===== config.mk =====
export PLATFORM = sky130hd
export DESIGN_NAME = dctg_top
export DESIGN_NICKNAME = d
export VERILOG_FILES = /design/src/include/dctg_pkg.sv /design/src/hdl/dctg_dual_edge.sv /design/src/hdl/dctg_top.sv
export SDC_FILE = /design/constraint.sdc
export NUM_CORES = 1
export LEC_CHECK = 0
export BUFFER_PORTS_ARGS = -buffer_cell sky130_fd_sc_hd__buf_4
export CAP_MARGIN = 20
export CORE_UTILIZATION = 35
export DETAILED_ROUTE_END_ITERATION = 7
export PLACE_DENSITY_LB_ADDON = 0.05
export SLEW_MARGIN = 30
export SYNTH_ARGS = -nofsm -noshare
export SYNTH_HDL_FRONTEND = slang
export SYNTH_SLANG_ARGS = --single-unit

===== constraint.sdc =====
create_clock -name clock_i -period 3.42 [get_ports clock_i]
set_input_delay 0.342 -clock clock_i [delete_from_list [all_inputs] [get_ports clock_i]]
set_output_delay 0.342 -clock clock_i [all_outputs]
set_load 0.05 [all_outputs]

===== src/include/dctg_pkg.sv =====
// dctg_pkg: shared types and timing constants of the DRAM cycle timing generator.
// Assumes one memory clock; every interval is counted in half memory clocks.
// Function
// RULE1 - a random read or write cycle lasts five, four or three clocks for cycle length 00, 01, 10; code stretches cycles to fit strobes, never under four.
// RULE2 - during access cycles the row strobe stays high for precharge about 2, 1.45 or 1 clocks.
// RULE3 - row-to-column delay is 1.5/2.5 clocks (bit set/clear) for field 00 or 10, 1/2 for 01.
// RULE4 - the row address leads the row strobe by 2, 1.45 or 1 clocks and is held 1 or 0.45 clock.
// RULE5 - read data is sampled no earlier than the row-strobe access time for the setting in force.
// RULE6 - refresh drops the column strobe before the row strobe, leading by about half a clock.
// RULE7 - before a refresh the column strobe stays high two clocks for field 00, else one clock.
// RULE8 - in page-mode refresh, row rise to column fall is two clocks for 00, one for 01 or 10.
// RULE9 - in EDO refresh, row rise to column fall is 1.45 clocks for 00 and 0.45 for 01 or 10.
// RULE10 - in EDO refresh the column strobe leads by half a clock for 00 or 10, a full one for 01.
// RULE11 - in page-mode refresh the row strobe precharges about 2.45 clocks for 00, else 1.45.
// RULE12 - in a read-write cycle the data driver turns on half a clock after the write strobe.
// RULE13 - fractional placements come from sequencing on both clock edges from config counters.
package dctg_pkg;
  localparam int ROW_W = 10;
  localparam int DATA_W = 16;
  localparam int BE_W = 2;
  localparam int HT_W = 6;
  localparam int CYC_W = 5;
  localparam int STB_W = 5;
  // strobe vector lanes
  localparam int STB_RAS = 0;
  localparam int STB_CAS0 = 1;
  localparam int STB_CAS1 = 2;
  localparam int STB_WE = 3;
  localparam int STB_OE = 4;
  // field encodings; code 11 is treated as the slowest setting
  localparam logic [1:0] PRE_MID = 2'h1;
  localparam logic [1:0] PRE_SHORT = 2'h2;
  localparam logic [1:0] LEN_4 = 2'h1;
  localparam logic [1:0] LEN_3 = 2'h2;
  // cycle lengths in half clocks
  localparam logic [HT_W-1:0] LEN_5_H = 6'h0a;
  localparam logic [HT_W-1:0] LEN_4_H = 6'h08;
  localparam logic [HT_W-1:0] LEN_3_H = 6'h06;
  // access timing in half clocks (x.45 clocks rounded up to x.5)
  localparam logic [HT_W-1:0] RAS_SET_00_H = 6'h04;
  localparam logic [HT_W-1:0] RAS_SET_01_H = 6'h03;
  localparam logic [HT_W-1:0] RAS_SET_10_H = 6'h02;
  localparam logic [HT_W-1:0] ROW_HOLD_H = 6'h02;
  localparam logic [HT_W-1:0] ROW_HOLD_01_H = 6'h01;
  localparam logic [HT_W-1:0] RCD_SET_H = 6'h03;
  localparam logic [HT_W-1:0] RCD_CLR_H = 6'h05;
  localparam logic [HT_W-1:0] RCD01_SET_H = 6'h02;
  localparam logic [HT_W-1:0] RCD01_CLR_H = 6'h04;
  localparam logic [HT_W-1:0] ACC_EXTRA_H = 6'h01;
  localparam logic [HT_W-1:0] CAS_PULSE_H = 6'h01;
  localparam logic [HT_W-1:0] WE_LEAD_H = 6'h01;
  localparam logic [HT_W-1:0] WE_TRAIL_H = 6'h01;
  localparam logic [HT_W-1:0] OE_DELAY_H = 6'h01;
  localparam logic [HT_W-1:0] RMW_WRITE_H = 6'h03;
  localparam logic [HT_W-1:0] RAS_HOLD_H = 6'h01;
  // refresh timing in half clocks
  localparam logic [HT_W-1:0] CAS_PRE_00_H = 6'h04;
  localparam logic [HT_W-1:0] CAS_PRE_H = 6'h02;
  localparam logic [HT_W-1:0] CBR_LEAD_H = 6'h01;
  localparam logic [HT_W-1:0] CBR_LEAD_EDO01_H = 6'h02;
  localparam logic [HT_W-1:0] CBR_LOW_H = 6'h02;
  localparam logic [HT_W-1:0] FPM_RP_00_H = 6'h05;
  localparam logic [HT_W-1:0] FPM_RP_H = 6'h03;
  localparam logic [HT_W-1:0] EDO_RP_00_H = 6'h04;
  localparam logic [HT_W-1:0] EDO_RP_01_H = 6'h03;
  localparam logic [HT_W-1:0] EDO_RP_10_H = 6'h02;
  localparam logic [HT_W-1:0] FPM_RC_00_H = 6'h04;
  localparam logic [HT_W-1:0] FPM_RC_H = 6'h02;
  localparam logic [HT_W-1:0] EDO_RC_00_H = 6'h03;
  localparam logic [HT_W-1:0] EDO_RC_H = 6'h01;

  typedef enum logic [2:0] {
    DCTG_READ,
    DCTG_WRITE,
    DCTG_RMW,
    DCTG_REFRESH,
    DCTG_SELF
  } dctg_kind_type;

  typedef enum logic [1:0] {
    DCTG_IDLE,
    DCTG_RUN,
    DCTG_HOLD
  } dctg_state_type;

  typedef struct packed {
    logic edo;
    logic [1:0] cycle_length_field;
    logic row_column_delay_bit;
    logic [1:0] precharge_setup_field;
  } dctg_cfg_type;

  typedef struct packed {
    dctg_kind_type kind;
    logic [ROW_W-1:0] row;
    logic [ROW_W-1:0] col;
    logic [DATA_W-1:0] wdata;
    logic [BE_W-1:0] byte_en;
  } dctg_req_type;
endpackage


===== src/hdl/dctg_dual_edge.sv =====
// dctg_dual_edge: strobe levels that may change on both edges of the memory clock.
// Assumes both half-cycle levels are presented before each rising edge.
`timescale 1ns/1ps
module dctg_dual_edge #(
  parameter int W = 1
) (
  input wire logic clock_i,
  input wire logic rst_b_i,
  input wire logic ce_i,
  input wire logic [W-1:0] first_i,
  input wire logic [W-1:0] second_i,
  output logic [W-1:0] level_o
);
  logic [W-1:0] rise_q;
  logic [W-1:0] sec_q;
  logic [W-1:0] fall_q;
  logic ce_q;

  // xor pairing keeps each output a plain flop-to-flop path, no clock in the data path
  always_ff @(posedge clock_i or negedge rst_b_i)
  begin
    if (!rst_b_i)
    begin
      rise_q <= '0;
      sec_q <= '0;
      ce_q <= 1'b0;
    end
    else
    begin
      ce_q <= ce_i;
      if (ce_i)
      begin
        rise_q <= first_i ^ fall_q;
        sec_q <= second_i;
      end
    end
  end

  // falling half follows the enable seen at the preceding rising edge
  always_ff @(negedge clock_i or negedge rst_b_i)
  begin
    if (!rst_b_i)
      fall_q <= '0;
    else if (ce_q)
      fall_q <= sec_q ^ rise_q;
  end

  assign level_o = rise_q ^ fall_q;
endmodule


===== src/hdl/dctg_top.sv =====
// dctg_top: sequencer for row, column and write strobes of 16-bit EDO or page-mode DRAM.
// Assumes the host holds a request until taken and the DRAM inputs are synchronous.
`timescale 1ns/1ps
module dctg_top (
  input wire logic clock_i,
  input wire logic rst_b_i,
  input wire logic ce_i,
  input wire dctg_pkg::dctg_cfg_type cfg_i,
  input wire logic req_valid_i,
  input wire dctg_pkg::dctg_req_type req_i,
  input wire logic selfref_hold_i,
  input wire logic [dctg_pkg::DATA_W-1:0] dq_i,
  output logic req_ready_o,
  output logic busy_o,
  output logic [dctg_pkg::DATA_W-1:0] rdata_o,
  output logic rdata_valid_o,
  output logic ras_b_o,
  output logic [dctg_pkg::BE_W-1:0] cas_b_o,
  output logic we_b_o,
  output logic [dctg_pkg::ROW_W-1:0] ma_o,
  output logic [dctg_pkg::DATA_W-1:0] dq_o,
  output logic dq_oe_o
);
  logic rst_meta_q;
  logic rst_q;
  dctg_pkg::dctg_state_type state_q;
  dctg_pkg::dctg_state_type state_d;
  logic [dctg_pkg::CYC_W-1:0] cyc_q;
  logic [dctg_pkg::CYC_W-1:0] cyc_d;
  logic [dctg_pkg::CYC_W-1:0] cnt_q;
  dctg_pkg::dctg_req_type req_q;
  dctg_pkg::dctg_cfg_type cfg_q;
  logic [dctg_pkg::ROW_W-1:0] ma_q;
  logic [dctg_pkg::ROW_W-1:0] ma_d;
  logic [dctg_pkg::DATA_W-1:0] dq_q;
  logic [dctg_pkg::DATA_W-1:0] rdata_q;
  logic rvalid_q;
  logic [dctg_pkg::STB_W-1:0] act0;
  logic [dctg_pkg::STB_W-1:0] act1;
  logic [dctg_pkg::STB_W-1:0] lvl;

  function automatic logic in_win(input logic [dctg_pkg::HT_W-1:0] t,
                                  input logic [dctg_pkg::HT_W-1:0] f,
                                  input logic [dctg_pkg::HT_W-1:0] r);
    in_win = (t >= f) && (t < r);
  endfunction

  // reset release through two flops; only the second one is used
  always_ff @(posedge clock_i or negedge rst_b_i)
  begin
    if (!rst_b_i)
    begin
      rst_meta_q <= 1'b0;
      rst_q <= 1'b0;
    end
    else
    begin
      rst_meta_q <= 1'b1;
      rst_q <= rst_meta_q;
    end
  end

  // request decode
  wire run = (state_q != dctg_pkg::DCTG_IDLE);
  wire accept = ce_i && rst_q && (state_q == dctg_pkg::DCTG_IDLE) && req_valid_i;
  wire is_ref = (req_q.kind == dctg_pkg::DCTG_REFRESH) || (req_q.kind == dctg_pkg::DCTG_SELF);
  wire is_rmw = (req_q.kind == dctg_pkg::DCTG_RMW);
  wire is_wr = (req_q.kind == dctg_pkg::DCTG_WRITE);
  wire is_rd = (req_q.kind == dctg_pkg::DCTG_READ) || is_rmw;
  wire pre_mid = (cfg_q.precharge_setup_field == dctg_pkg::PRE_MID);
  wire pre_short = (cfg_q.precharge_setup_field == dctg_pkg::PRE_SHORT);
  wire pre_long = !pre_mid && !pre_short;
  wire rcd_bit = cfg_q.row_column_delay_bit;
  wire [dctg_pkg::HT_W-1:0] t0 = {cyc_q, 1'b0};
  wire [dctg_pkg::HT_W-1:0] t1 = {cyc_q, 1'b1};

  // access placement: row strobe falls after the row precharge/address setup
  wire [dctg_pkg::HT_W-1:0] ras_set_h = pre_mid ? dctg_pkg::RAS_SET_01_H :
    pre_short ? dctg_pkg::RAS_SET_10_H : dctg_pkg::RAS_SET_00_H; // see RULE2 see RULE4
  wire [dctg_pkg::HT_W-1:0] row_hold_h = pre_mid ? dctg_pkg::ROW_HOLD_01_H :
    dctg_pkg::ROW_HOLD_H; // see RULE4
  wire [dctg_pkg::HT_W-1:0] rcd_h = pre_mid ?
    (rcd_bit ? dctg_pkg::RCD01_SET_H : dctg_pkg::RCD01_CLR_H) :
    (rcd_bit ? dctg_pkg::RCD_SET_H : dctg_pkg::RCD_CLR_H); // see RULE3
  wire [dctg_pkg::HT_W-1:0] a_cas_fall = ras_set_h + rcd_h;
  // read data is only caught on a rising edge, so the access time rounds up
  wire [dctg_pkg::HT_W-1:0] samp_raw = a_cas_fall + dctg_pkg::ACC_EXTRA_H;
  wire [dctg_pkg::HT_W-1:0] samp_h = samp_raw + {5'h00, samp_raw[0]}; // see RULE5
  wire [dctg_pkg::HT_W-1:0] a_cas_rise = is_rmw ? samp_h + dctg_pkg::RMW_WRITE_H :
    a_cas_fall + dctg_pkg::CAS_PULSE_H;
  wire [dctg_pkg::HT_W-1:0] we_fall_h = is_rmw ? samp_h : a_cas_fall - dctg_pkg::WE_LEAD_H;
  wire [dctg_pkg::HT_W-1:0] we_rise_h = a_cas_rise + dctg_pkg::WE_TRAIL_H;
  wire [dctg_pkg::HT_W-1:0] oe_on_h = is_rmw ? samp_h + dctg_pkg::OE_DELAY_H :
    we_fall_h; // see RULE12

  // refresh placement: column precharge, column leads row, then recovery
  wire [dctg_pkg::HT_W-1:0] r_cas_fall = pre_long ? dctg_pkg::CAS_PRE_00_H :
    dctg_pkg::CAS_PRE_H; // see RULE7
  wire [dctg_pkg::HT_W-1:0] lead_h = (cfg_q.edo && pre_mid) ? dctg_pkg::CBR_LEAD_EDO01_H :
    dctg_pkg::CBR_LEAD_H; // see RULE6 see RULE10
  wire [dctg_pkg::HT_W-1:0] r_ras_fall = r_cas_fall + lead_h;
  wire [dctg_pkg::HT_W-1:0] r_rise = r_ras_fall + dctg_pkg::CBR_LOW_H;
  wire [dctg_pkg::HT_W-1:0] rp_h = !cfg_q.edo ?
    (pre_long ? dctg_pkg::FPM_RP_00_H : dctg_pkg::FPM_RP_H) :
    (pre_long ? dctg_pkg::EDO_RP_00_H :
    pre_mid ? dctg_pkg::EDO_RP_01_H : dctg_pkg::EDO_RP_10_H); // see RULE11
  wire [dctg_pkg::HT_W-1:0] rc_h = !cfg_q.edo ?
    (pre_long ? dctg_pkg::FPM_RC_00_H : dctg_pkg::FPM_RC_H) : // see RULE8
    (pre_long ? dctg_pkg::EDO_RC_00_H : dctg_pkg::EDO_RC_H); // see RULE9
  wire [dctg_pkg::HT_W-1:0] rec_h = (rp_h > rc_h) ? rp_h : rc_h;

  // merged schedule of the running cycle
  wire [dctg_pkg::HT_W-1:0] ras_fall_h = is_ref ? r_ras_fall : ras_set_h;
  wire [dctg_pkg::HT_W-1:0] ras_rise_h = is_ref ? r_rise : a_cas_rise + dctg_pkg::RAS_HOLD_H;
  wire [dctg_pkg::HT_W-1:0] cas_fall_h = is_ref ? r_cas_fall : a_cas_fall;
  wire [dctg_pkg::HT_W-1:0] cas_rise_h = is_ref ? r_rise : a_cas_rise;
  wire [dctg_pkg::HT_W-1:0] tail_h = is_ref ? ras_rise_h + rec_h : ras_rise_h;
  wire [dctg_pkg::HT_W-1:0] need_h = tail_h + {5'h00, tail_h[0]};
  wire [dctg_pkg::HT_W-1:0] len_h =
    (cfg_q.cycle_length_field == dctg_pkg::LEN_4) ? dctg_pkg::LEN_4_H :
    (cfg_q.cycle_length_field == dctg_pkg::LEN_3) ? dctg_pkg::LEN_3_H : dctg_pkg::LEN_5_H;
  // a cycle never ends before its strobes are done, even if the length field is shorter
  wire [dctg_pkg::HT_W-1:0] end_h = (len_h > need_h) ? len_h : need_h; // see RULE1
  wire [dctg_pkg::CYC_W-1:0] last_cyc = end_h[dctg_pkg::HT_W-1:1] - 5'h01;

  // self refresh parks with both strobes low while the hold request stays up
  wire self_hold = (state_q == dctg_pkg::DCTG_HOLD) ||
    ((state_q == dctg_pkg::DCTG_RUN) && (req_q.kind == dctg_pkg::DCTG_SELF) &&
    selfref_hold_i && (t0 >= ras_fall_h));
  wire done = (state_q == dctg_pkg::DCTG_RUN) && !self_hold && (cyc_q == last_cyc);
  wire sample = (state_q == dctg_pkg::DCTG_RUN) && is_rd && !is_ref && (t0 == samp_h);
  wire col_sel = run && !is_ref && (t0 >= ras_set_h + row_hold_h); // see RULE4

  // strobe activity for both halves of the cycle named by cyc_q
  wire ras_a0 = run && (self_hold || in_win(t0, ras_fall_h, ras_rise_h));
  wire ras_a1 = run && (self_hold || in_win(t1, ras_fall_h, ras_rise_h));
  wire cas_a0 = run && (self_hold || in_win(t0, cas_fall_h, cas_rise_h)); // see RULE6
  wire cas_a1 = run && (self_hold || in_win(t1, cas_fall_h, cas_rise_h));
  wire [dctg_pkg::BE_W-1:0] cas_be = is_ref ? 2'h3 : req_q.byte_en;
  wire wr_any = run && !is_ref && (is_wr || is_rmw);
  wire we_a0 = wr_any && in_win(t0, we_fall_h, we_rise_h);
  wire we_a1 = wr_any && in_win(t1, we_fall_h, we_rise_h);
  wire oe_a0 = wr_any && in_win(t0, oe_on_h, we_rise_h);
  wire oe_a1 = wr_any && in_win(t1, oe_on_h, we_rise_h); // see RULE12
  assign act0 = {oe_a0, we_a0, cas_a0 & cas_be[1], cas_a0 & cas_be[0], ras_a0};
  assign act1 = {oe_a1, we_a1, cas_a1 & cas_be[1], cas_a1 & cas_be[0], ras_a1};

  // half-clock placement on both edges of the memory clock
  dctg_dual_edge #(
    .W(dctg_pkg::STB_W)
  ) u_strobes (
    .clock_i(clock_i),
    .rst_b_i(rst_q),
    .ce_i(ce_i),
    .first_i(act0),
    .second_i(act1),
    .level_o(lvl)
  ); // see RULE13

  // sequencer next state
  always_comb
  begin
    state_d = state_q;
    cyc_d = cyc_q;
    case (state_q)
      dctg_pkg::DCTG_IDLE:
      begin
        if (accept)
        begin
          state_d = dctg_pkg::DCTG_RUN;
          cyc_d = '0;
        end
      end
      dctg_pkg::DCTG_RUN:
      begin
        if (self_hold)
          state_d = dctg_pkg::DCTG_HOLD;
        else if (cyc_q == last_cyc)
        begin
          state_d = dctg_pkg::DCTG_IDLE;
          cyc_d = '0;
        end
        else
          cyc_d = cyc_q + 5'h01; // see RULE13
      end
      dctg_pkg::DCTG_HOLD:
      begin
        if (!selfref_hold_i)
        begin
          state_d = dctg_pkg::DCTG_RUN;
          cyc_d = cyc_q + 5'h01;
        end
      end
      default: state_d = dctg_pkg::DCTG_IDLE;
    endcase
  end

  assign ma_d = accept ? req_i.row : (col_sel ? req_q.col : ma_q);

  // sequencer state and cycle counter
  always_ff @(posedge clock_i or negedge rst_q)
  begin
    if (!rst_q)
    begin
      state_q <= dctg_pkg::DCTG_IDLE;
      cyc_q <= '0;
      cnt_q <= '0;
    end
    else if (ce_i)
    begin
      state_q <= state_d;
      cyc_q <= cyc_d;
      cnt_q <= accept ? 5'h00 : cnt_q + {4'h0, run};
    end
  end

  // request capture; config is frozen per cycle so mid-cycle writes cannot tear timing
  always_ff @(posedge clock_i or negedge rst_q)
  begin
    if (!rst_q)
    begin
      req_q <= '0;
      cfg_q <= '0;
      dq_q <= '0;
    end
    else if (ce_i && accept)
    begin
      req_q <= req_i;
      cfg_q <= cfg_i;
      dq_q <= req_i.wdata;
    end
  end

  // address mux and read capture
  always_ff @(posedge clock_i or negedge rst_q)
  begin
    if (!rst_q)
    begin
      ma_q <= '0;
      rdata_q <= '0;
      rvalid_q <= 1'b0;
    end
    else if (ce_i)
    begin
      ma_q <= ma_d;
      rvalid_q <= sample; // see RULE5
      if (sample)
        rdata_q <= dq_i;
    end
  end

  assign req_ready_o = rst_q && (state_q == dctg_pkg::DCTG_IDLE);
  assign busy_o = run;
  assign rdata_o = rdata_q;
  assign rdata_valid_o = rvalid_q;
  assign ras_b_o = ~lvl[dctg_pkg::STB_RAS];
  assign cas_b_o = ~lvl[dctg_pkg::STB_CAS1:dctg_pkg::STB_CAS0];
  assign we_b_o = ~lvl[dctg_pkg::STB_WE];
  assign dq_oe_o = lvl[dctg_pkg::STB_OE];
  assign ma_o = ma_q;
  assign dq_o = dq_q;

  property p_cycle_len;
    @(posedge clock_i) disable iff (!rst_q)
    (ce_i && done && !is_ref) |-> (cnt_q + 5'h01 >= ((cfg_q.cycle_length_field == 2'h1) ? 5'h04 :
      (cfg_q.cycle_length_field == 2'h2) ? 5'h03 : 5'h05));
  endproperty
  a_cycle_len: assert property (p_cycle_len) else $error("cycle shorter than length field"); // RULE1

  property p_ras_precharge;
    @(posedge clock_i) disable iff (!rst_q)
    (accept && (req_i.kind == dctg_pkg::DCTG_READ) && (cfg_i.precharge_setup_field == 2'h0))
      |=> ras_b_o [*3];
  endproperty
  a_ras_precharge: assert property (p_ras_precharge) else $error("row precharge too short"); // RULE2

  property p_rcd;
    @(posedge clock_i) disable iff (!rst_q)
    (run && !is_ref) |-> (cas_fall_h - ras_fall_h == (pre_mid ? (rcd_bit ? 6'h02 : 6'h04) :
      (rcd_bit ? 6'h03 : 6'h05)));
  endproperty
  a_rcd: assert property (p_rcd) else $error("row to column delay wrong"); // RULE3

  property p_row_hold;
    @(posedge clock_i) disable iff (!rst_q)
    (ce_i && run && !is_ref && (t0 <= ras_fall_h)) |=> (ma_o == req_q.row);
  endproperty
  a_row_hold: assert property (p_row_hold) else $error("row address not held"); // RULE4

  property p_sample;
    @(posedge clock_i) disable iff (!rst_q)
    rdata_valid_o |-> ({$past(cyc_q), 1'b0} >= $past(ras_fall_h) + $past(rcd_h) + 6'h01);
  endproperty
  a_sample: assert property (p_sample) else $error("read data sampled too early"); // RULE5

  property p_cbr_order;
    @(posedge clock_i) disable iff (!rst_q)
    (run && is_ref && ras_a0) |-> cas_a0;
  endproperty
  a_cbr_order: assert property (p_cbr_order) else $error("row strobe before column"); // RULE6

  property p_cas_pre;
    @(posedge clock_i) disable iff (!rst_q)
    (accept && (req_i.kind == dctg_pkg::DCTG_REFRESH) && (cfg_i.precharge_setup_field == 2'h0))
      |=> (cas_b_o == 2'h3) [*3];
  endproperty
  a_cas_pre: assert property (p_cas_pre) else $error("column precharge too short"); // RULE7

  property p_fpm_rc;
    @(posedge clock_i) disable iff (!rst_q)
    (done && is_ref && !cfg_q.edo) |-> (end_h >= ras_rise_h + (pre_long ? 6'h04 : 6'h02));
  endproperty
  a_fpm_rc: assert property (p_fpm_rc) else $error("page refresh recovery short"); // RULE8

  property p_edo_rc;
    @(posedge clock_i) disable iff (!rst_q)
    (done && is_ref && cfg_q.edo) |-> (end_h >= ras_rise_h + (pre_long ? 6'h03 : 6'h01));
  endproperty
  a_edo_rc: assert property (p_edo_rc) else $error("edo refresh recovery short"); // RULE9

  property p_edo_lead;
    @(posedge clock_i) disable iff (!rst_q)
    (run && is_ref && cfg_q.edo) |-> (ras_fall_h - cas_fall_h == (pre_mid ? 6'h02 : 6'h01));
  endproperty
  a_edo_lead: assert property (p_edo_lead) else $error("edo column lead wrong"); // RULE10

  property p_fpm_rp;
    @(posedge clock_i) disable iff (!rst_q)
    (done && is_ref && !cfg_q.edo) |-> (end_h >= ras_rise_h + (pre_long ? 6'h05 : 6'h03));
  endproperty
  a_fpm_rp: assert property (p_fpm_rp) else $error("page refresh precharge short"); // RULE11

  property p_oe_delay;
    @(posedge clock_i) disable iff (!rst_q)
    (run && is_rmw && (t0 == we_fall_h)) |-> !oe_a0 && oe_a1;
  endproperty
  a_oe_delay: assert property (p_oe_delay) else $error("driver not half after write"); // RULE12
endmodule


==> flow_summary_export.csv, run 1 <==
group,metric,value,unit
worst_setup_path,critPathMaxFanout,5,
clocking,htreeDepth,3,
placed_design,gpl.final_weighted_congestion,0.802,
clocking,cts.root.buffer_cell,"sky130_fd_sc_hd__clkbuf_16",
placed_design,io_buffer_count,117,
detailed_routing,vias,5320,
worst_setup_path,beginning_of_the_critical_path,"cfg_q[0]$_DFFE_PN0P_",
worst_setup_path,cp_data_arrival_time,6.20,ns
detailed_routing,drt-wirelength-per-cell,16.7,um
die,io_pins,118,
clocking,tritoncts,"done",
worst_setup_path,slowest_stage_cell_on_the_critical_path,"sky130_fd_sc_hd__fa_1",
sta,layout_worst_path_cycle_share,174,%
yosys,postSynthAreaPerCell,9.92,um2
yosys,postSynthCellCount,604,
sta,drv_slew,0,
sta,worst_slack,-2.53,ns
grt,antenna_found_initial,0,
layout,fillerInstances,1525,
yosys,asyncSetResetFlopFracSynth,100,%
yosys,post_synthesis_register_bit_count,89,
detailed_routing,count_of_nets_left_with_antenna_violations_after_detail_routing,0,
sta,highest_attainable_clock_frequency,168,MHz
worst_setup_path,critPathKind,"reg2reg",
yosys,number_of_enable_type_register_cells_in_the_synthesized_netlist,0,
worst_setup_path,critical_path.reg2reg.startpoint,"cfg_q[0]$_DFFE_PN0P_",
layout,nets_final,936,
clocking,clock_insertion_delay_worst_skew,0.35,ns
clocking,clock_sink_count,89,
die,fp.dieH,133,um
sta,timing.hold.ws,0.211,ns
die,floorplan.rows,47,
clocking,numCtsBuffers,9,
worst_setup_path,timing.critical_path.from_type,"register",
die,die_area,0.0177,mm2
yosys,synth_sequential_area_ratio,37.2,%
layout,areaGrowthSynthToFinish,44.2,%
yosys,ys.warnings.count,0,
clocking,cts-root-to-sink-buffers,2,
detailed_routing,totalWireLength,17.3,mm
sta,slew_headroom,46.2,%
layout,final_common_cell,"sky130_fd_sc_hd__buf_4",
grt,via_count_of_the_first_global_routing_pass,5630,
sta,finalHoldViolCount,0,
grt,grtUsageTotal,20.3,%
sta,timing.final.crit_period,5.95,ns
grt,grt_pass1_wl,28.3,mm
run_status,violations_in_the_final_reports,"negative setup slack",
worst_setup_path,crit_top_cell,"sky130_fd_sc_hd__ha_4",
layout,antenna_fix_cells,0,
grt,largest_net_degree_at_the_start_of_global_routing,58,
die,start_util,36.0,%
yosys,synth_ff_type,"sky130_fd_sc_hd__dfrtp_1",
layout,layout_cell_share_with_drive_strength_beyond_1,44.5,%
sta,setup_violations,33,
grt,grt_overflow,0,
run_status,run_status,"complete, but fails checks",
run,maxCapViolCount,0,
layout,final_cell_count_no_fill,1035,
die,design.core.area,0.0166,mm2
worst_setup_path,critPathCaptureType,"register",
detailed_routing,via_per_inst,5.14,
sta,grt_setup_unrepaired,"yes",
sta,worst-slew-pin-transition,0.807,ns
detailed_routing,detailed_routing_iterations_pass_1,4,
yosys,yosys.cell_types.count,68,
die,die-width,133,um
worst_setup_path,worst-endpoint-required,3.68,ns
yosys,post_synth_instance_area,0.00599,mm2
clocking,clkSlewWorstSetupHoldPaths,0.07,ns
hold_path,worst_hold_path_type,"reg2async",
placed_design,place.detailed.hpwl,12.6,mm
detailed_routing,detailedRoute.firstIterationViolations,237,
detailed_routing,drc,0,
placed_design,cell_count_after_placement,1004,
sta,finalClockSkew,0.00905,ns
layout,most-common-layout-cells,"sky130_fd_sc_hd__buf_4, sky130_fd_sc_hd__dfrtp_1, sky130_fd_sc_hd__ha_1",
worst_setup_path,worst_path_largest_cell_delay,0.58,ns
-- what timing repair did --
item,CTS,global route
hold endpoints to repair,2,0
pin swaps,29,9
endpoints found under the setup margin,17,33
gates cloned,0,2
gates resized for setup,35,21
buffers inserted,8,5
hold buffers,1,0
-- kinds of logic (layout without fill, tap and decap cells) --
logic type	after synthesis	after routing	share of synthesized area, %
multiplexers	74	74	13.5
buffers and inverters	61	271	3.90
other	1	2	0.0626
XOR/XNOR	30	30	4.38
AND/OR/NAND/NOR	143	143	12.0
adder cells (fa/ha/maj)	58	58	12.2
AO/OA/AOI/OAI	148	148	16.7
flip-flops	89	89	37.2
-- Yosys cell counts, drive strengths merged (2+ instances only) --
| library cell | n | share of area [%] |
|---|---|---|
| dfrtn | 5 | 2.1 |
| nand4 | 4 | 0.42 |
| nand2b | 7 | 0.73 |
| buf | 9 | 0.65 |
| a221oi | 3 | 0.44 |
| o2bb2ai | 4 | 0.58 |
| nand3 | 8 | 0.67 |
| o21bai | 2 | 0.25 |
| a31oi | 5 | 0.52 |
| or2 | 2 | 0.21 |
| mux2i | 18 | 3.0 |
| a41oi | 3 | 0.44 |
| xnor2 | 24 | 3.5 |
| clkbuf | 16 | 1.0 |
| a211oi | 2 | 0.25 |
| mux2 | 56 | 11 |
| nor2 | 48 | 3.0 |
| xor2 | 6 | 0.88 |
| a21o | 20 | 2.5 |
| inv | 36 | 2.3 |
| a22o | 4 | 0.58 |
| dfrtp | 84 | 35 |
| o21ai | 21 | 1.8 |
| a32o | 3 | 0.52 |
| nand2 | 31 | 1.9 |
| or3b | 2 | 0.29 |
| and2 | 7 | 0.73 |
| a221o | 3 | 0.50 |
| nor3 | 12 | 1.2 |
| nor4 | 3 | 0.56 |
| a21oi | 49 | 4.1 |
| a2111oi | 2 | 0.29 |
| nor2b | 10 | 1.0 |
| ha | 57 | 12 |
| and3 | 3 | 0.31 |
| o211ai | 8 | 1.0 |
| a21boi | 7 | 0.94 |
| o22ai | 2 | 0.54 |
-- path summary, 6_finish.rpt --
kind | endpoint | cells past startpoint | slack (ns)
min in group clock_i | rdata_o[9]$_DFFE_PN0P_ | 2 | 0.22
max in group asynchronous | u_strobes.fall_q[2]$_DFFE_NN0P_ | 0 | 1.34
max | state_q[0]$_DFFE_PN0P_ | 30 | -2.53
min | u_strobes.sec_q[2]$_DFFE_PN0P_ | 0 | 0.21
min reg2reg | u_strobes.sec_q[2]$_DFFE_PN0P_ | 0 | 0.21
max reg2reg | state_q[0]$_DFFE_PN0P_ | 30 | -2.53
-- per-layer routing --
metal	GRT usage, %	share of wire (%)
met1	25.7	45
met2	34.6	48
met3	4.60	5.7
met4	5.81	1.5
met5	0	0
-- registers in the layout (all words and copies together) (netlist names), 2 cells and up --
register and flops:
cyc_q 5, dq_o 16, u_strobes.sec_q 5, cfg_q 5, u_strobes.fall_q 5, state_q 2, req_q 15, u_strobes.rise_q 5
rdata_o 16, ma_o 10
-- critical path: cells and delay by family (launching register included) --
kind	cells	cell delay, ns
XOR/XNOR	1	0.12
buffers and inverters	2	0.15
flip-flops	1	0.39
AND/OR/NAND/NOR	8	0.96
multiplexers	2	0.59
adder cells (fa/ha/maj)	7	1.98
AO/OA/AOI/OAI	10	1.66
-- layout make-up --
| class | count | area (um2) | area share (%) |
|---|---|---|---|
| flip-flops and latches | 89 | 2230 | 25.8 |
| clock inverters | 6 | 73.8 | 0.854 |
| multi-input cells | 455 | 3950 | 45.7 |
| repair buffers | 219 | 1730 | 20.0 |
| well taps | 220 | 275 | 3.18 |
| inverters | 36 | 143 | 1.65 |
| clock buffers | 10 | 239 | 2.76 |
-- through the flow --
step	cell area (um2)	util (%)	setup TNS, ns	worst slack [ns]
2_1_floorplan	6250	-	-19.10	-2.47
3_3_place_gp	7940	47.7	-21.75	-2.34
3_5_place_dp	7940	47.7	-23.96	-2.56
4_1_cts	8480	51.0	-24.87	-2.52
5_1_grt	8640	51.9	-30.74	-2.82
6_report	8640	51.9	-25.14	-2.53
Power of run 1 is left out: the tool's default activity adds up to more than one toggle a clock period on the data nets, which glitch-free logic cannot reach.
==> run 2: changes to the inputs <==
Clock period 3.42 ns to 6.9 ns, I/O delays scaled along.
==> run 2 against run 1 <==
Against the previous run:
- the flow now finishes without violations
- non-clock buffer count down 89
- register-to-register slack better by 2.9 ns
- setup slack better by 2.9 ns
- count of clock-buffer cells in the layout unchanged
- worst hold slack worse by 0.10 ns
- final area down 12%
- first-iteration DRC count up 20%
- core utilization down 6.3 points
- cell count down 8.6%
- flip-flop and latch count unchanged
- critical path type unchanged
==> flow_summary_export.csv, run 2 (synthesis gave the netlist of run 1 again) <==
group,metric,value,unit
worst_setup_path,critPathMaxFanout,6,
sta,layout_worst_path_cycle_share,94.9,%
detailed_routing,totalWireLength,15.8,mm
die,die-width,133,um
die,design.core.area,0.0166,mm2
grt,largest_net_degree_at_the_start_of_global_routing,59,
worst_setup_path,critPathCaptureType,"register",
layout,nets_final,847,
die,start_util,36.0,%
clocking,clock_insertion_delay_worst_skew,0.35,ns
clocking,clock_sink_count,89,
worst_setup_path,slowest_stage_cell_on_the_critical_path,"sky130_fd_sc_hd__fa_1",
placed_design,postPlaceCellArea,0.00716,mm2
layout,finish.instance_area,0.00760,mm2
clocking,numCtsBuffers,9,
sta,drv_slew,0,
sta,finalHoldViolCount,0,
layout,most-common-layout-cells,"sky130_fd_sc_hd__buf_4, sky130_fd_sc_hd__dfrtp_1, sky130_fd_sc_hd__mux2_2",
sta,grt_setup_unrepaired,"no",
clocking,clkSlewWorstSetupHoldPaths,0.07,ns
worst_setup_path,crit_top_cell,"sky130_fd_sc_hd__ha_2",
worst_setup_path,worst-endpoint-required,7.14,ns
detailed_routing,detailed_routing_iterations_pass_1,4,
clocking,cts.hold.buffers_added,0,
clocking,htreeDepth,3,
detailed_routing,detailedRoute.firstIterationViolations,285,
layout,final_common_cell,"sky130_fd_sc_hd__buf_4",
clocking,cts.root.buffer_cell,"sky130_fd_sc_hd__clkbuf_16",
worst_setup_path,cp_data_arrival_time,6.79,ns
sta,slew_headroom,51.8,%
worst_setup_path,timing.critical_path.from_type,"register",
sta,finalClockSkew,0.0113,ns
grt,grt_overflow,0,
worst_setup_path,worstReg2RegEnd,"cyc_q[1]$_DFFE_PN0P_",
worst_setup_path,critical_path.reg2reg.startpoint,"cfg_q[0]$_DFFE_PN0P_",
placed_design,gpl.final_weighted_congestion,0.827,
run_status,run_status,"finished, final reports clean",
layout,areaGrowthSynthToFinish,26.8,%
grt,grtUsageTotal,18.7,%
sta,timing.final.crit_period,6.55,ns
placed_design,place.detailed.hpwl,12.0,mm
die,fp.dieH,133,um
hold_path,worst_hold_path_type,"in2async",
detailed_routing,vias,4847,
sta,highest_attainable_clock_frequency,153,MHz
sta,fin_setup_tns,0,ns
grt,via_count_of_the_first_global_routing_pass,5111,
grt,grt_pass1_wl,26.2,mm
grt,antenna_found_initial,0,
die,io_pins,118,
detailed_routing,count_of_nets_left_with_antenna_violations_after_detail_routing,0,
die,floorplan.rows,47,
detailed_routing,drc,0,
clocking,cts-root-to-sink-buffers,2,
worst_setup_path,rr_worst_depth,30,
die,die_area,0.0177,mm2
clocking,tritoncts,"done",
sta,worst-slew-pin-transition,0.723,ns
worst_setup_path,critPathKind,"reg2reg",
placed_design,io_buffer_count,117,
worst_setup_path,worst_path_largest_cell_delay,0.49,ns
detailed_routing,via_per_inst,5.12,
layout,antenna_fix_cells,0,
sta,setup_violations,0,
layout,layout_cell_share_with_drive_strength_beyond_1,32.1,%
detailed_routing,drt-wirelength-per-cell,16.7,um
run,maxCapViolCount,0,
worst_setup_path,timing.reg2reg.setup_slack,0.35,ns
-- run 2: changes by cell type in the layout (fill, tap and decap cells not counted), sizes merged --
cell         delta
bufinv          +1
clkinvlp        -2
inv             +1
clkbuf          -2
dlygate4sd3     -1
buf            -86
-- run 2: layer usage --
layer	share of wire (%)	GRT usage [%]	wire length, um
met1	43	23.1	6810
met2	50	32.0	7810
met3	6.0	4.79	939
met4	1.3	5.62	212
met5	0	0	0
-- run 2: worst max path at each step --
| stage | start | to | cells past startpoint |
|---|---|---|---|
| CTS | cfg_q[0]$_DFFE_PN0P_ | state_q[1]$_DFFE_PN0P_ | 32 |
| detailed placement | cfg_q[0]$_DFFE_PN0P_ | cyc_q[1]$_DFFE_PN0P_ | 32 |
| finish | cfg_q[0]$_DFFE_PN0P_ | cyc_q[1]$_DFFE_PN0P_ | 30 |
| global placement | cfg_q[0]$_DFFE_PN0P_ | cyc_q[3]$_DFFE_PN0P_ | 32 |
| floorplan | cfg_q[0]$_DFFE_PN0P_ | state_q[0]$_DFFE_PN0P_ | 31 |
| global route | cfg_q[0]$_DFFE_PN0P_ | cyc_q[1]$_DFFE_PN0P_ | 31 |
-- run 2: repair_timing --
item | in CTS | in global routing
buffers inserted | 0 | 1
pin swaps | 0 | 6
endpoints found under the setup margin | 7 | 7
gates resized for setup | 3 | 18
-- run 2: layout make-up --
type / count / area, um2
Sequential cell: 89 / 2230
Multi-Input combinational cell: 455 / 3640
Clock inverter: 6 / 97.6
Inverter: 36 / 138
Clock buffer: 10 / 239
Tap cell: 220 / 275
Fill cell: 1590 / 9040
Timing Repair Buffer: 130 / 976
-- run 2: stage by stage --
stage / setup WS [ns] / utilization, % / cells / hold slack, ns
finish: 0.349 / 45.7 / 946 / 0.111
global placement: 0.283 / 43.0 / 929 / 0.313
detailed placement: -0.103 / 43.0 / 929 / 0.311
CTS: 0.0368 / 45.1 / 945 / 0.0963
floorplan: 0.406 / - / 605 / 0.331
global route: 0.000984 / 45.7 / 946 / 0.0944
-- run 2: worst max-delay path: cells and delay by family, from the launching register on --
family,cells,cell delay [ns]
compound gates,11,1.82
xor+xnor,1,0.21
fa+ha+maj,7,2.19
mux,1,0.39
simple gates,8,1.24
buf+inv,2,0.16
flops,1,0.41
Power of run 2 is left out for the same reason.
==> run 3: changes to the inputs <==
Settings changed: CORE_UTILIZATION 35 to 55.
==> run 3 against run 2 <==
Against the previous run:
- clock skew increased by 0.015 ns
- final area is 2.4% lower
- flip-flop and latch count did not move
- die area fell by 36%
- register-to-register slack got worse by 0.03 ns
- sequential share of layout area increased by 0.74 points
- critical path type unchanged
- critical endpoint is now cyc_q[4]$_DFFE_PN0P_
- largest cell class unchanged
- highest routed layer unchanged
==> flow_summary_export.csv, run 3 (synthesis gave the netlist of run 1 again) <==
group,metric,value,unit
layout,antenna_fix_cells,0,
detailed_routing,detailedRoute.firstIterationViolations,247,
layout,seq_area,0.00223,mm2
sta,finalHoldViolCount,0,
layout,areaGrowthSynthToFinish,23.8,%
die,fp.dieH,106,um
worst_setup_path,worstReg2RegEnd,"cyc_q[4]$_DFFE_PN0P_",
sta,timing.final.crit_period,6.59,ns
detailed_routing,vias,4989,
worst_setup_path,worst-endpoint-required,7.15,ns
layout,most-common-layout-cells,"sky130_fd_sc_hd__buf_4, sky130_fd_sc_hd__dfrtp_1, sky130_fd_sc_hd__mux2_2",
clocking,clkSlewWorstSetupHoldPaths,0.09,ns
clocking,htreeDepth,3,
clocking,cts-root-to-sink-buffers,2,
clocking,clock_sink_count,89,
die,start_util,57.3,%
layout,final_common_cell,"sky130_fd_sc_hd__buf_4",
worst_setup_path,crit_top_cell,"sky130_fd_sc_hd__ha_2",
worst_setup_path,rr_worst_depth,32,
detailed_routing,drc,0,
sta,slew_headroom,54.6,%
run,maxCapViolCount,0,
die,floorplan.rows,37,
layout,postLayoutCoreUtil,70.9,%
grt,grtUsageTotal,27.1,%
worst_setup_path,slowest_stage_cell_on_the_critical_path,"sky130_fd_sc_hd__fa_1",
sta,layout_worst_path_cycle_share,95.4,%
placed_design,io_buffer_count,117,
placed_design,place.detailed.hpwl,10.9,mm
grt,grt_overflow,0,
layout,multiInputGateArea,0.00367,mm2
worst_setup_path,critPathMaxFanout,7,
worst_setup_path,worst_path_largest_cell_delay,0.51,ns
clocking,tritoncts,"done",
layout,layout_cell_share_with_drive_strength_beyond_1,32.7,%
clocking,numCtsBuffers,9,
detailed_routing,detailed_routing_iterations_pass_1,5,
placed_design,gpl.final_weighted_congestion,0.919,
detailed_routing,count_of_nets_left_with_antenna_violations_after_detail_routing,0,
die,io_pins,118,
detailed_routing,totalWireLength,14.7,mm
detailed_routing,via_per_inst,5.76,
worst_setup_path,timing.reg2reg.setup_slack,0.31,ns
placed_design,cell_count_after_placement,843,
die,die_area,0.0113,mm2
layout,fillerInstances,835,
hold_path,worst_hold_path_type,"in2async",
grt,antenna_found_initial,0,
worst_setup_path,critPathKind,"reg2reg",
sta,timing.hold.ws,0.0952,ns
run_status,run_status,"finished, final reports clean",
grt,largest_net_degree_at_the_start_of_global_routing,75,
die,design.core.area,0.0105,mm2
layout,nets_final,851,
sta,highest_attainable_clock_frequency,152,MHz
grt,via_count_of_the_first_global_routing_pass,5224,
die,die-width,106,um
layout,final_cell_count_no_fill,866,
clocking,cts.root.buffer_cell,"sky130_fd_sc_hd__clkbuf_8",
sta,setup_violations,0,
worst_setup_path,critical_path.reg2reg.startpoint,"cfg_q[0]$_DFFE_PN0P_",
sta,finalClockSkew,0.0260,ns
worst_setup_path,cp_data_arrival_time,6.83,ns
worst_setup_path,critPathCaptureType,"register",
grt,grt_pass1_wl,24.2,mm
clocking,clock_insertion_delay_worst_skew,0.36,ns
sta,drv_slew,0,
worst_setup_path,timing.critical_path.from_type,"register",
detailed_routing,drt-wirelength-per-cell,16.9,um
sta,worst-slew-pin-transition,0.675,ns
-- run 3: cell count changes in the layout (fill, tap and decap cells not counted), moves of 2 or more --
cell                         previous run  this run
sky130_fd_sc_hd__clkbuf_16              9         0
sky130_fd_sc_hd__clkbuf_8               1         9
sky130_fd_sc_hd__buf_4                130       133
sky130_fd_sc_hd__clkinvlp_4             0         2
sky130_fd_sc_hd__dfrtp_1               83        81
sky130_fd_sc_hd__dfrtp_2                0         2
-- run 3: final cells by class --
type / instances / share of cell area [%]
well taps: 136 / 2.29
repair buffers: 134 / 13.6
clock inverters: 6 / 0.995
clock buffers: 10 / 1.72
inverters: 36 / 1.82
multi-input cells: 455 / 49.5
flip-flops and latches: 89 / 30.1
-- run 3: stage by stage --
stage / setup TNS, ns / worst slack (ns) / cell area, um2
global placement: 0 / 0.334 / 7040
CTS: 0 / 0.00292 / 7250
floorplan: 0 / 0.406 / 6000
detailed placement: 0 / 0.00869 / 7040
global route: -0.293 / -0.0587 / 7420
finish: 0 / 0.315 / 7420
-- run 3: what timing repair did --
item,4_1_cts,5_1_grt
setup endpoints to repair,7,7
hold buffers,0,0
resized for setup,1,26
setup buffers,0,7
pin swaps,1,9
-- run 3: worst max-delay path, delay by kind of cell (launching register included) --
family	cells	cell delay, ns
AOI/OAI and AO/OA	11	1.63
muxes	1	0.24
xor gates and xnor gates	1	0.18
and+or+nand+nor	9	1.52
adders and majority gates	7	2.11
buffers and inverters	3	0.36
DFF	1	0.40
-- run 3: worst max path at each step --
stage / start / endpoint
floorplan: cfg_q[0]$_DFFE_PN0P_ / state_q[0]$_DFFE_PN0P_
detailed placement: cfg_q[0]$_DFFE_PN0P_ / cyc_q[1]$_DFFE_PN0P_
global route: cfg_q[0]$_DFFE_PN0P_ / cyc_q[4]$_DFFE_PN0P_
global placement: cfg_q[0]$_DFFE_PN0P_ / cyc_q[4]$_DFFE_PN0P_
finish: cfg_q[0]$_DFFE_PN0P_ / cyc_q[4]$_DFFE_PN0P_
CTS: cfg_q[0]$_DFFE_PN0P_ / cyc_q[4]$_DFFE_PN0P_
-- run 3: routing by layer --
metal	GRT usage, %	vias to the layer above	part of all wire, %
met5	0	-	0
met4	10.2	0	1.9
met3	5.03	24	5.0
met2	46.3	152	50
met1	33.8	2413	43
li1	-	2400	-
Power of run 3 is left out for the same reason.
